[src/rtl/uef_pkg.sv]
// Constants for the enhanced-feature and flow-control register block.
// Assumes an 8-bit host bus with a 3-bit address, one channel per chip select.
package uef_pkg;

   // ************************************************************
   // Register offsets
   // ************************************************************
   localparam logic [2:0] OFS_DIV_LOW = 3'h0;
   localparam logic [2:0] OFS_DIV_HIGH = 3'h1;
   localparam logic [2:0] OFS_INT_ENABLE = 3'h1;
   localparam logic [2:0] OFS_FEAT_CTL = 3'h2;
   localparam logic [2:0] OFS_INT_ID = 3'h2;
   localparam logic [2:0] OFS_FIFO_CTL = 3'h2;
   localparam logic [2:0] OFS_LINE_CTL = 3'h3;
   localparam logic [2:0] OFS_MODEM_CTL = 3'h4;
   localparam logic [2:0] OFS_FLOW_THRESH = 3'h6;
   localparam logic [2:0] OFS_TRIG_LEVELS = 3'h7;
   localparam logic [2:0] OFS_STOP_CHAR2 = 3'h7;
   localparam logic [2:0] OFS_FIFO_READY = 3'h7;

   // ************************************************************
   // Access keys held in the line control register
   // ************************************************************
   localparam logic [7:0] LINE_KEY_FEATURE = 8'hBF;
   localparam logic [7:0] LINE_KEY_DIVISOR = 8'h80;

   // ************************************************************
   // Field positions
   // ************************************************************
   localparam int FEAT_AUTO_CTS = 7;
   localparam int FEAT_AUTO_RTS = 6;
   localparam int FEAT_SPECIAL = 5;
   localparam int FEAT_ENHANCED = 4;
   localparam int IE_SLEEP = 4;
   localparam int MODEM_RTS = 1;
   localparam int MODEM_FIFO_RDY_EN = 2;
   localparam int MODEM_LOOPBACK = 4;
   localparam int MODEM_EXT_REG_EN = 6;
   localparam logic [7:0] IE_PROTECT_MASK = 8'hF0;
   localparam logic [7:0] FIFO_CTL_PROTECT_MASK = 8'h30;
   localparam logic [7:0] MODEM_PROTECT_MASK = 8'hE0;

   // ************************************************************
   // Reset values
   // ************************************************************
   localparam logic [7:0] RST_BYTE = 8'h00;
   localparam logic [15:0] RST_DIVISOR = 16'h0000;

   // ************************************************************
   // Trigger levels chosen by the FIFO control register
   // ************************************************************
   localparam logic [5:0] RX_FIFO_CTL_TRIG [0:3] =
      '{6'h08, 6'h10, 6'h38, 6'h3C};
   localparam logic [5:0] TX_FIFO_CTL_TRIG [0:3] =
      '{6'h08, 6'h10, 6'h20, 6'h38};

   // ************************************************************
   // Auto request-to-send states
   // ************************************************************
   typedef enum logic [0:0] {
      RTS_FLOW = 1'b0,
      RTS_HALT = 1'b1
   } uef_rts_state_t;

endpackage

[src/rtl/uef_top.sv]
// Enhanced feature, divisor, flow threshold and trigger level registers of
// one channel, plus the shared FIFO ready status register.
// Assumes host strobes and FIFO status come from logic on clk; the
// clear-to-send pin is asynchronous.
`timescale 1ns/1ps

module uef_top (
   input wire logic clk, // Core clock, 100 MHz
   input wire logic reset, // Asynchronous reset, active high
   input wire logic ce, // Clock enable, freezes all state when low
   input wire logic chipSelA_n, // Channel A select, this channel
   input wire logic chipSelB_n, // Channel B select, FIFO ready only
   input wire logic [2:0] addr, // Register address
   input wire logic wrStrobe, // Write pulse
   input wire logic rdStrobe, // Read pulse
   input wire logic [7:0] wrData, // Write data
   output logic [7:0] rdData, // Read data, valid cycle after rdStrobe
   input wire logic clearToSendIn, // Clear-to-send pin, active low
   output logic requestToSendOut, // Request-to-send pin, active low
   output logic txHalt, // Transmitter must stop
   input wire logic [6:0] rxFifoLevel, // Receive FIFO fill in bytes
   input wire logic rxCharValid, // Assembled character pulse
   input wire logic [7:0] rxChar, // Assembled character
   output logic rxStore, // Store character in receive FIFO
   output logic specialCharDet, // Special character flag
   output logic [3:0] swFlowMode, // Software flow-control selection
   output logic [15:0] baudDivisor, // Baud divisor
   output logic sleepEnable, // Sleep mode requested
   output logic [5:0] rxTrigLevel, // Effective receive trigger, bytes
   output logic [5:0] txTrigLevel, // Effective transmit trigger, bytes
   input wire logic dmaTxRdyA, // Channel A transmit DMA ready
   input wire logic dmaTxRdyB, // Channel B transmit DMA ready
   input wire logic dmaRxRdyA, // Channel A receive DMA ready
   input wire logic dmaRxRdyB // Channel B receive DMA ready
);
   import uef_pkg::*;

   // ************************************************************
   // Registers
   // ************************************************************
   logic [7:0] featCtl_q;
   logic [7:0] divLow_q;
   logic [7:0] divHigh_q;
   logic [7:0] flowThresh_q;
   logic [7:0] trigLevels_q;
   logic [7:0] intEnable_q;
   logic [7:0] fifoCtl_q;
   logic [7:0] modemCtl_q;
   logic [7:0] lineCtl_q;
   logic [7:0] stopChar2_q;
   logic [7:0] rdData_d;
   uef_rts_state_t rtsState_q;
   logic ctsLevel;

   // ************************************************************
   // Decode
   // ************************************************************
   logic selA;
   logic wrA;
   logic featKey;
   logic divKey;
   logic extOpen;
   logic fifoRdyHit;
   logic [7:0] fifoReady;
   logic [6:0] haltBytes;
   logic [6:0] resumeBytes;

   assign selA = !chipSelA_n;
   assign wrA = ce && wrStrobe && selA;
   assign featKey = (lineCtl_q == LINE_KEY_FEATURE);
   // Bit 7 of the key opens the latches, so the feature key reaches them too
   assign divKey = lineCtl_q[7];
   assign extOpen = featCtl_q[FEAT_ENHANCED] && modemCtl_q[MODEM_EXT_REG_EN]
                    && !divKey;
   assign fifoRdyHit = (!chipSelA_n || !chipSelB_n)
                       && (addr == OFS_FIFO_READY)
                       && modemCtl_q[MODEM_FIFO_RDY_EN]
                       && !modemCtl_q[MODEM_LOOPBACK]
                       && !divKey;
   assign fifoReady = {2'b00, dmaRxRdyB, dmaRxRdyA,
                       2'b00, dmaTxRdyB, dmaTxRdyA};
   assign haltBytes = {1'b0, flowThresh_q[3:0], 2'b00};
   assign resumeBytes = {1'b0, flowThresh_q[7:4], 2'b00};

   uef_sync #(
      .RESET_LEVEL(1'b1)
   ) ctsSync (
      .clk(clk),
      .reset(reset),
      .ce(ce),
      .pinIn(clearToSendIn),
      .levelOut(ctsLevel)
   );

   // ************************************************************
   // Line control and key registers
   // ************************************************************
   always_ff @(posedge clk or posedge reset) begin
      if (reset) begin
         lineCtl_q <= RST_BYTE;
      end else if (wrA && addr == OFS_LINE_CTL) begin
         lineCtl_q <= wrData;
      end
   end

   // Feature register and second stop character behind the feature key
   always_ff @(posedge clk or posedge reset) begin
      if (reset) begin
         featCtl_q <= RST_BYTE;
         stopChar2_q <= RST_BYTE;
      end else if (wrA && featKey) begin
         if (addr == OFS_FEAT_CTL) begin
            featCtl_q <= wrData;
         end
         if (addr == OFS_STOP_CHAR2) begin
            stopChar2_q <= wrData;
         end
      end
   end

   // Divisor latches, frozen once sleep is on
   always_ff @(posedge clk or posedge reset) begin
      if (reset) begin
         divLow_q <= RST_DIVISOR[7:0];
         divHigh_q <= RST_DIVISOR[15:8];
      end else if (wrA && divKey && !intEnable_q[IE_SLEEP]) begin
         if (addr == OFS_DIV_LOW) begin
            divLow_q <= wrData;
         end
         if (addr == OFS_DIV_HIGH) begin
            divHigh_q <= wrData;
         end
      end
   end

   // ************************************************************
   // Protected base registers
   // ************************************************************
   // Masked bits (enable 7:4, FIFO control 5:4, modem 7:5) keep their value while the enhanced bit is low
   always_ff @(posedge clk or posedge reset) begin
      if (reset) begin
         intEnable_q <= RST_BYTE;
         fifoCtl_q <= RST_BYTE;
         modemCtl_q <= RST_BYTE;
      end else if (wrA && !divKey) begin
         if (addr == OFS_INT_ENABLE) begin
            intEnable_q <= featCtl_q[FEAT_ENHANCED] ? wrData :
               ((intEnable_q & IE_PROTECT_MASK)
                | (wrData & ~IE_PROTECT_MASK));
         end
         if (addr == OFS_FIFO_CTL) begin
            fifoCtl_q <= featCtl_q[FEAT_ENHANCED] ? wrData :
               ((fifoCtl_q & FIFO_CTL_PROTECT_MASK)
                | (wrData & ~FIFO_CTL_PROTECT_MASK));
         end
         if (addr == OFS_MODEM_CTL) begin
            modemCtl_q <= featCtl_q[FEAT_ENHANCED] ? wrData :
               ((modemCtl_q & MODEM_PROTECT_MASK)
                | (wrData & ~MODEM_PROTECT_MASK));
         end
      end else if (wrA && addr == OFS_MODEM_CTL) begin
         // The modem register stays reachable under either key
         modemCtl_q <= featCtl_q[FEAT_ENHANCED] ? wrData :
            ((modemCtl_q & MODEM_PROTECT_MASK)
             | (wrData & ~MODEM_PROTECT_MASK));
      end
   end

   // ************************************************************
   // Threshold and trigger registers
   // ************************************************************
   always_ff @(posedge clk or posedge reset) begin
      if (reset) begin
         flowThresh_q <= RST_BYTE;
         trigLevels_q <= RST_BYTE;
      end else if (wrA && extOpen) begin
         if (addr == OFS_FLOW_THRESH) begin
            flowThresh_q <= wrData;
         end
         if (addr == OFS_TRIG_LEVELS) begin
            trigLevels_q <= wrData;
         end
      end
   end

   // Effective trigger levels; a zero nibble hands control back
   always_ff @(posedge clk or posedge reset) begin
      if (reset) begin
         rxTrigLevel <= RX_FIFO_CTL_TRIG[0];
         txTrigLevel <= TX_FIFO_CTL_TRIG[0];
      end else if (ce) begin
         rxTrigLevel <= (trigLevels_q[7:4] != 4'h0) ?
            {trigLevels_q[7:4], 2'b00} : RX_FIFO_CTL_TRIG[fifoCtl_q[7:6]];
         txTrigLevel <= (trigLevels_q[3:0] != 4'h0) ?
            {trigLevels_q[3:0], 2'b00} : TX_FIFO_CTL_TRIG[fifoCtl_q[5:4]];
      end
   end

   // ************************************************************
   // Hardware flow control
   // ************************************************************
   always_ff @(posedge clk or posedge reset) begin
      if (reset) begin
         txHalt <= 1'b0;
      end else if (ce) begin
         txHalt <= featCtl_q[FEAT_AUTO_CTS] && ctsLevel;
      end
   end

   // Ordering of the two levels is left to software; with halt not above
   // resume the state simply follows the halt comparison first.
   always_ff @(posedge clk or posedge reset) begin
      if (reset) begin
         rtsState_q <= RTS_FLOW;
      end else if (ce) begin
         case (rtsState_q)
            RTS_FLOW: begin
               if (rxFifoLevel >= haltBytes) begin
                  rtsState_q <= RTS_HALT;
               end
            end
            RTS_HALT: begin
               if (rxFifoLevel <= resumeBytes) begin
                  rtsState_q <= RTS_FLOW;
               end
            end
            default: rtsState_q <= RTS_FLOW;
         endcase
      end
   end

   always_ff @(posedge clk or posedge reset) begin
      if (reset) begin
         requestToSendOut <= 1'b1;
      end else if (ce) begin
         if (featCtl_q[FEAT_AUTO_RTS]) begin
            requestToSendOut <= (rtsState_q == RTS_HALT);
         end else begin
            requestToSendOut <= !modemCtl_q[MODEM_RTS];
         end
      end
   end

   // ************************************************************
   // Special character detect
   // ************************************************************
   always_ff @(posedge clk or posedge reset) begin
      if (reset) begin
         rxStore <= 1'b0;
      end else if (ce) begin
         rxStore <= rxCharValid;
      end
   end

   // Set wins over the clear by an identification read
   always_ff @(posedge clk or posedge reset) begin
      if (reset) begin
         specialCharDet <= 1'b0;
      end else if (ce) begin
         if (featCtl_q[FEAT_SPECIAL] && rxCharValid
             && rxChar == stopChar2_q) begin
            specialCharDet <= 1'b1;
         end else if (rdStrobe && selA && !divKey
                      && addr == OFS_INT_ID) begin
            specialCharDet <= 1'b0;
         end
      end
   end

   // ************************************************************
   // Read path
   // ************************************************************
   always_comb begin
      rdData_d = RST_BYTE;
      if (fifoRdyHit) begin
         rdData_d = fifoReady;
      end else if (selA) begin
         case (addr)
            3'h0: rdData_d = divKey ? divLow_q : RST_BYTE;
            3'h1: rdData_d = divKey ? divHigh_q : intEnable_q;
            3'h2: rdData_d = featKey ? featCtl_q :
               (divKey ? RST_BYTE :
                {3'b000, specialCharDet, 3'b000, !specialCharDet});
            3'h3: rdData_d = lineCtl_q;
            3'h4: rdData_d = modemCtl_q;
            3'h6: rdData_d = extOpen ? flowThresh_q : RST_BYTE;
            3'h7: rdData_d = featKey ? stopChar2_q :
               (extOpen ? trigLevels_q : RST_BYTE);
            default: rdData_d = RST_BYTE;
         endcase
      end
   end

   always_ff @(posedge clk or posedge reset) begin
      if (reset) begin
         rdData <= RST_BYTE;
      end else if (ce && rdStrobe) begin
         rdData <= rdData_d;
      end
   end

   // ************************************************************
   // Direct outputs
   // ************************************************************
   assign swFlowMode = featCtl_q[3:0];
   assign baudDivisor = {divHigh_q, divLow_q};
   assign sleepEnable = intEnable_q[IE_SLEEP];
endmodule

[src/rtl/uef_sync.sv]
// Three-stage synchroniser with agreement filter for one pin level.
// Assumes the pin is asynchronous to clk.
`timescale 1ns/1ps
module uef_sync #(
   parameter logic RESET_LEVEL = 1'b1 // Level held through reset
) (
   input wire logic clk, // Core clock
   input wire logic reset, // Asynchronous reset, active high
   input wire logic ce, // Clock enable
   input wire logic pinIn, // Asynchronous pin
   output logic levelOut // Filtered level
);
   logic stage1_q;
   logic stage2_q;
   logic stage3_q;

   always_ff @(posedge clk or posedge reset) begin
      if (reset) begin
         stage1_q <= RESET_LEVEL;
         stage2_q <= RESET_LEVEL;
         stage3_q <= RESET_LEVEL;
         levelOut <= RESET_LEVEL;
      end else if (ce) begin
         stage1_q <= pinIn;
         stage2_q <= stage1_q;
         stage3_q <= stage2_q;
         // A change counts only once the last two stages agree
         if (stage2_q == stage3_q) begin
            levelOut <= stage3_q;
         end
      end
   end
endmodule

[config.mk]
export PLATFORM = sky130hd
export DESIGN_NAME = uef_top
export DESIGN_NICKNAME = d
export VERILOG_FILES = /design/src/rtl/uef_pkg.sv /design/src/rtl/uef_top.sv /design/src/rtl/uef_sync.sv
export SDC_FILE = /design/constraint.sdc
export NUM_CORES = 1
export LEC_CHECK = 0
export ABC_AREA = 1
export BUFFER_PORTS_ARGS = -buffer_cell sky130_fd_sc_hd__buf_2
export CAP_MARGIN = 20
export CORE_UTILIZATION = 51
export DETAILED_ROUTE_END_ITERATION = 7
export PLACE_DENSITY = 0.76
export SETUP_SLACK_MARGIN = 0.5
export SLEW_MARGIN = 20
export SYNTH_ARGS = -nofsm -noshare
export SYNTH_HDL_FRONTEND = slang
export SYNTH_SLANG_ARGS = --single-unit
[constraint.sdc]
create_clock -name clk -period 2.5 [get_ports clk]
set_input_delay 0 -clock clk [delete_from_list [all_inputs] [get_ports clk]]
set_output_delay 0 -clock clk [all_outputs]
set_load 0.01 [all_outputs]
# Word level (Yosys, flattened, before mapping)
# Index checks and enable logic that the tools add are counted.
# Widths: inputs -> output; s select.
word_totals:
  regBits: 109
  inputBits: 39
  out_inout_bits: 45
op_classes:
  n_lt_le_gt_ge: 4
  n_eq_ne: 10
  mux: 30
  n_bitwise: 6
  reduce_logical: 46
ops:
  columns: ["op", "count"]
  rows:
  - ["$mux 8", 14]
  - ["$pmux 8 s7", 1]
  - ["$mux 6", 6]
  - ["$bmux 6 s2", 2]
  - ["$logic_and 1x1->1", 22]
  - ["$reduce_and 2->1", 11]
  - ["$eq 3x3->1 const B", 3]
  - ["$eq 8x8->1", 1]
  - ["$eq 8x8->1 const B", 1]
  - ["$or 6x8->8", 1]
  - ["$or 8x4->8", 1]
  - ["$or 8x5->8", 1]
  - ["$reduce_bool 4->1", 2]
  - ["$ge 7x6->1", 1]
  - ["$le 7x6->1", 1]
  - ["$logic_not 1->1", 7]
  - ["$eq 3x2->1 const B", 2]
  - ["$ge 3x3->1 const B", 2]
  - ["$not 2->3", 2]
  - ["$mux 1", 5]
  - ["$mux 5", 1]
  - ["$reduce_bool 2->1", 2]
  - ["$eq 3x1->1 const B", 1]
  - ["$logic_not 3->1", 1]
  - ["other kinds (5)", 5]

# Logic depth before layout (Yosys ltp)
depth:
  word_depth: 7
  mapped_depth: 11
  mapped_depth_nobuf: 11

# Hierarchy
# A second synthesis with hierarchy kept.
unflattened:
  cells_unflattened: 657
  area_unflattened_um2: 5183.7
modules_own_cells:
  columns: ["module", "n_inst", "cells_each", "area_per_inst_um2", "seq_area_each_um2"]
  rows:
  - ["uef_top", 1, 636, 5011.1, 2431.1]
  - ["uef_sync", 1, 21, 172.7, 105.1]

# Least setup slack after synthesis
# OpenSTA, ideal clock, no wires.
synth_timing:
  path_type: "register to register"
  startpoint: "register lineCtl_q[7]"
  endpoint: "register rdData[6]"
  arrival_time_ps: 1223
  required_time_ps: 2383
  setup_slack_ps: 1160
  path_stages_with_launch: 10
  n_path_buf: 2
  synth_period_minus_slack_ps: 1340
  cell_sequence: "dfrtp_1 -> buf_6 -> nand2_2 -> nor2_4 -> nand2_4 -> buf_6 -> o211ai_1 -> nand4_1 -> nand2_1 -> nand2_1"
synth_via:
  elab_chain_len: 7
  elab_cells_between_ends: 13
  cone_classes: "eq/ne (1); mux (9); reduce/logical (3)"
synth_lines:
  columns: ["element", "line", "source"]
  rows:
  - ["start, declared", "uef_top.sv:49", "logic [7:0] lineCtl_q;"]
  - ["start signal, assigned", "uef_top.sv:102", "lineCtl_q <= wrData;"]
  - ["$logic_not 1->1", "uef_top.sv:74, uef_top.sv:79", null]
  - ["$logic_and 1x1->1", "uef_top.sv:74", "&& !divKey;"]
  - ["$mux 8", "uef_top.sv:288", "(extOpen ? trigLevels_q : RST_BYTE);"]
  - ["$mux 8", "uef_top.sv:287", "3'h7: rdData_d = featKey ? stopChar2_q :"]
  - ["$pmux 8 s7", "uef_top.sv:278", "case (addr)"]
  - ["$mux 8", "uef_top.sv:277", "end else if (selA) begin"]
  - ["$mux 8 (*)", "uef_top.sv:275", "if (fifoRdyHit) begin"]
  - ["end signal, assigned", "uef_top.sv:298", "rdData <= rdData_d;"]
  - ["end, declared", "uef_top.sv:17", "output logic [7:0] rdData,"]
# Every way passes the cells marked *; elsewhere a longest branch is shown, timed or not.
# A chain may end at the register's enable or synchronous reset.

# Worst setup path in the final report
layout_timing:
  startpoint: "register lineCtl_q[7]"
  endpoint: "register divHigh_q[2]"
layout_via:
  elab_chain_len: 3
layout_lines:
  columns: ["element", "line", "source"]
  rows:
  - ["$logic_and 1x1->1 (2 in series)", "uef_top.sv:126", "end else if (wrA && divKey && !intEnable_q[IE_SLEEP]) begin"]
  - ["$reduce_and 2->1 (no source line)", null, null]
  - ["end signal, assigned", "uef_top.sv:125", "divHigh_q <= RST_DIVISOR[15:8];"]
  - ["end signal, assigned", "uef_top.sv:131", "divHigh_q <= wrData;"]
  - ["end, declared", "uef_top.sv:43", "logic [7:0] divHigh_q;"]
# No other way between the ends.

==> out/qor.yml <==
grt_pass1_wl_mm: 21.5
clockBufferDepth: 2
worst_slew_pin_slew_ns: 0.714
ant_nets: 0
io_buffers: 79
startpoint: "lineCtl_q[7]$_DFFE_PP0P_"
viasPerCell: 5.34
dpl.cell_count: 832
diodes: 0
dr.pass1.iters: 5
crit_required_ns: 2.80
crit_path_end: "divHigh_q[2]$_DFFE_PP0P_"
fp-row-count: 36
ir_worst_vdd_mv: 0.413
yosysTopAreaCellShare_pct: 45.4
finalClockSkew_ns: 0.0107
clk_latency_ns: 0.39
setup_viol: 0
cts_buffers: 9
p_per_area_nw_per_um2: 570
ys.flop_type: "dfrtp_1"
initial_core_util_pct: 52.8
track_usage_pct: 27.6
die-area_um2: 10600
synth_compound_area_share_pct: 11.5
gp_congestion: 0.945
finalSetupTns_ns: 0
routed_wirelength_mm: 13.6
holdWs_ns: 0.0657
ios: 84
die_w_um: 103
yosys_warnings: 0
htree_num_levels: 3
cts_sinks: 101
drtIter0Drc: 324
cts_tree: "built"
synthMuxAreaShare_pct: 0
synth.most_common_cell: "nand2_1"
drc: 0
core-area_um2: 9820
areaGrowthSynthToFinish_pct: 13.8
path_class: "reg -> reg"
nets: 767
synth_area_per_cell_um2: 8.12
synthArstFlopShare_pct: 100
rsz0062_at_grt: "false"
cts_setup_buffers: 0
regToRegSetupSlack_ns: 0.80
dp_hpwl_mm: 10.2
vias: 4580
leakagePower_nw: 2.97
post-route-period-util_pct: 68.1
maxSlewViolCount: 0
cap_violations: 0
placed_cell_area_um2: 5610
hold_viol: 0
slew_headroom_pct: 52.2
synth_cells: 638
grt_max_degree: 47
fin_crit_ns: 1.70
die_h_um: 103
fin_area_um2: 5900
ys_top_cells_by_area: "dfrtp_1 45%, nand2_1 16%, o21ai_0 7.7%"
worstHoldPathType: "in -> reg"
layoutNonFillerInstCount: 858
syn-cell-area_um2: 5180
fillerInstances: 919
grt_pass1_vias: 4250
cp.arrival_ns: 2.00
synth-seq-cells: 101
final_layout_size_suffix_gt1_share_pct: 18.3
outcome: "finished clean"
ys_seq_area_share_pct: 48.9
synth_cell_type_count: 41
cp-start-kind: "flop"
synth_fa_ha_area_share_pct: 1.93
synth_xor_area_share_pct: 1.01
fmax_ghz: 0.588
r2r-start: "lineCtl_q[7]$_DFFE_PP0P_"
gr-total-overflow: 0
clockRootBuffer: "clkbuf_8"
yosys.area_share.simple_pct: 28.5
clk_pin_slew_worst_paths_ns: 0.11
r2r-end: "divHigh_q[2]$_DFFE_PP0P_"
reg2regPathDepth: 4
antenna_found_initial: 0
synth_edf_count: 0
post_drt_wl_per_cell_um: 15.9
end_kind: "flop"
cp_max_fo: 18
synth_top_family_by_area: "simple AND/OR/NAND/NOR gates"
yosysTopAreaCell: "dfrtp_1"
synth_commonest_cells: "217 x nand2_1, 94 x dfrtp_1, 80 x o21ai_0"
power by group:
part / total (mW) / switching [mW] / leakage (nW) / internal, mW
Sequential: 1.88 / 0.110 / 1.34 / 1.77
Clock: 1.02 / 0.635 / 0.0914 / 0.386
Combinational: 0.469 / 0.296 / 1.54 / 0.172
Total: 3.36 / 1.04 / 2.97 / 2.32
critical path, stage by stage, from the launching register on:
cell,delay (ns)
dfrtp_2,0.61
inv_4,0.16
nor3_2,0.25
nand2_1,0.30
o21ai_0,0.30
placed cells by master, fill, tap and decap left out, types with 2 or more instances in the layout:
master,n
nand2_1,217
dfrtp_1,93
o21ai_0,80
buf_2,79
inv_1,52
nor2_1,40
nand3_1,28
o21ai_1,14
nand4_1,11
dlygate4sd3_1,10
clkbuf_8,9
ha_1,8
dfstp_2,7
a21oi_1,6
a31oi_1,6
nand3_4,5
xor2_1,5
inv_2,4
nor2_4,4
o211ai_1,4
conb_1,4
clkinv_4,3
nor3_1,3
clkinvlp_4,3
inv_8,3
nor3_2,2
nand3_2,2
nand2_2,2
nand2_4,2
o22ai_1,2
nor4_1,2
buf_4,2
through the flow:
step / worst slack, ns / utilization, % / total power [mW]
detailed placement: 0.572 / 57.1 / 2.36
CTS: 0.552 / 60.1 / 3.37
global placement: 0.717 / 57.1 / 2.34
floorplan: 1.16 / - / 2.18
finish: 0.798 / 60.1 / 3.36
global route: 0.605 / 60.1 / 3.52
final cells by class:
class | count | area (um^2) | area share, %
Inverter | 60 | 236 | 4.01
Timing Repair Buffer | 92 | 531 | 8.99
Clock inverter | 7 | 66.3 | 1.12
Multi-Input combinational cell | 456 | 2240 | 38.0
Tap cell | 133 | 166 | 2.82
Clock buffer | 9 | 124 | 2.10
Sequential cell | 101 | 2540 | 43.0
how the worst min path moves through the flow:
stage	start	endpoint	slack, ns	depth (start not counted)
global placement	reset	divLow_q[0]$_DFFE_PP0P_	0.14	2
finish	rxFifoLevel[0]	rtsState_q$_DFFE_PP0P_	0.07	7
floorplan	clearToSendIn	ctsSync.stage1_q$_DFFE_PP1P_	0.11	2
global route	rxFifoLevel[0]	rtsState_q$_DFFE_PP0P_	0.08	7
CTS	rxFifoLevel[0]	rtsState_q$_DFFE_PP0P_	0.07	7
detailed placement	reset	divLow_q[0]$_DFFE_PP0P_	0.14	2
flip-flops by register name, summed over array words and instances (netlist names), 4 cells and up:
register	count
divHigh_q	8
divLow_q	8
featCtl_q	8
fifoCtl_q	4
flowThresh_q	8
intEnable_q	8
lineCtl_q	8
modemCtl_q	8
rdData	8
rxTrigLevel	4
stopChar2_q	8
trigLevels_q	8
txTrigLevel	4
routing by layer:
| layer | track usage, % | share of wire, % |
|---|---|---|
| met1 | 34.0 | 42 |
| met4 | 10.7 | 2.8 |
| met3 | 5.63 | 6.0 |
| met2 | 47.7 | 49 |
| met5 | 0 | 0 |
cell families after synthesis:
kind of cell	count (synthesis)
fa+ha+maj	8
buf+inv	84
other cells	1
compound gates	114
simple gates	324
xor+xnor	6
flops	101
repair_timing:
item                                   CTS  global route
hold buffers                            10             0
setup endpoints to repair                0            16
endpoints found under the hold margin   40             0
gates resized for setup                  0             1
No activity file was read; power rests on OpenSTA's default activity.
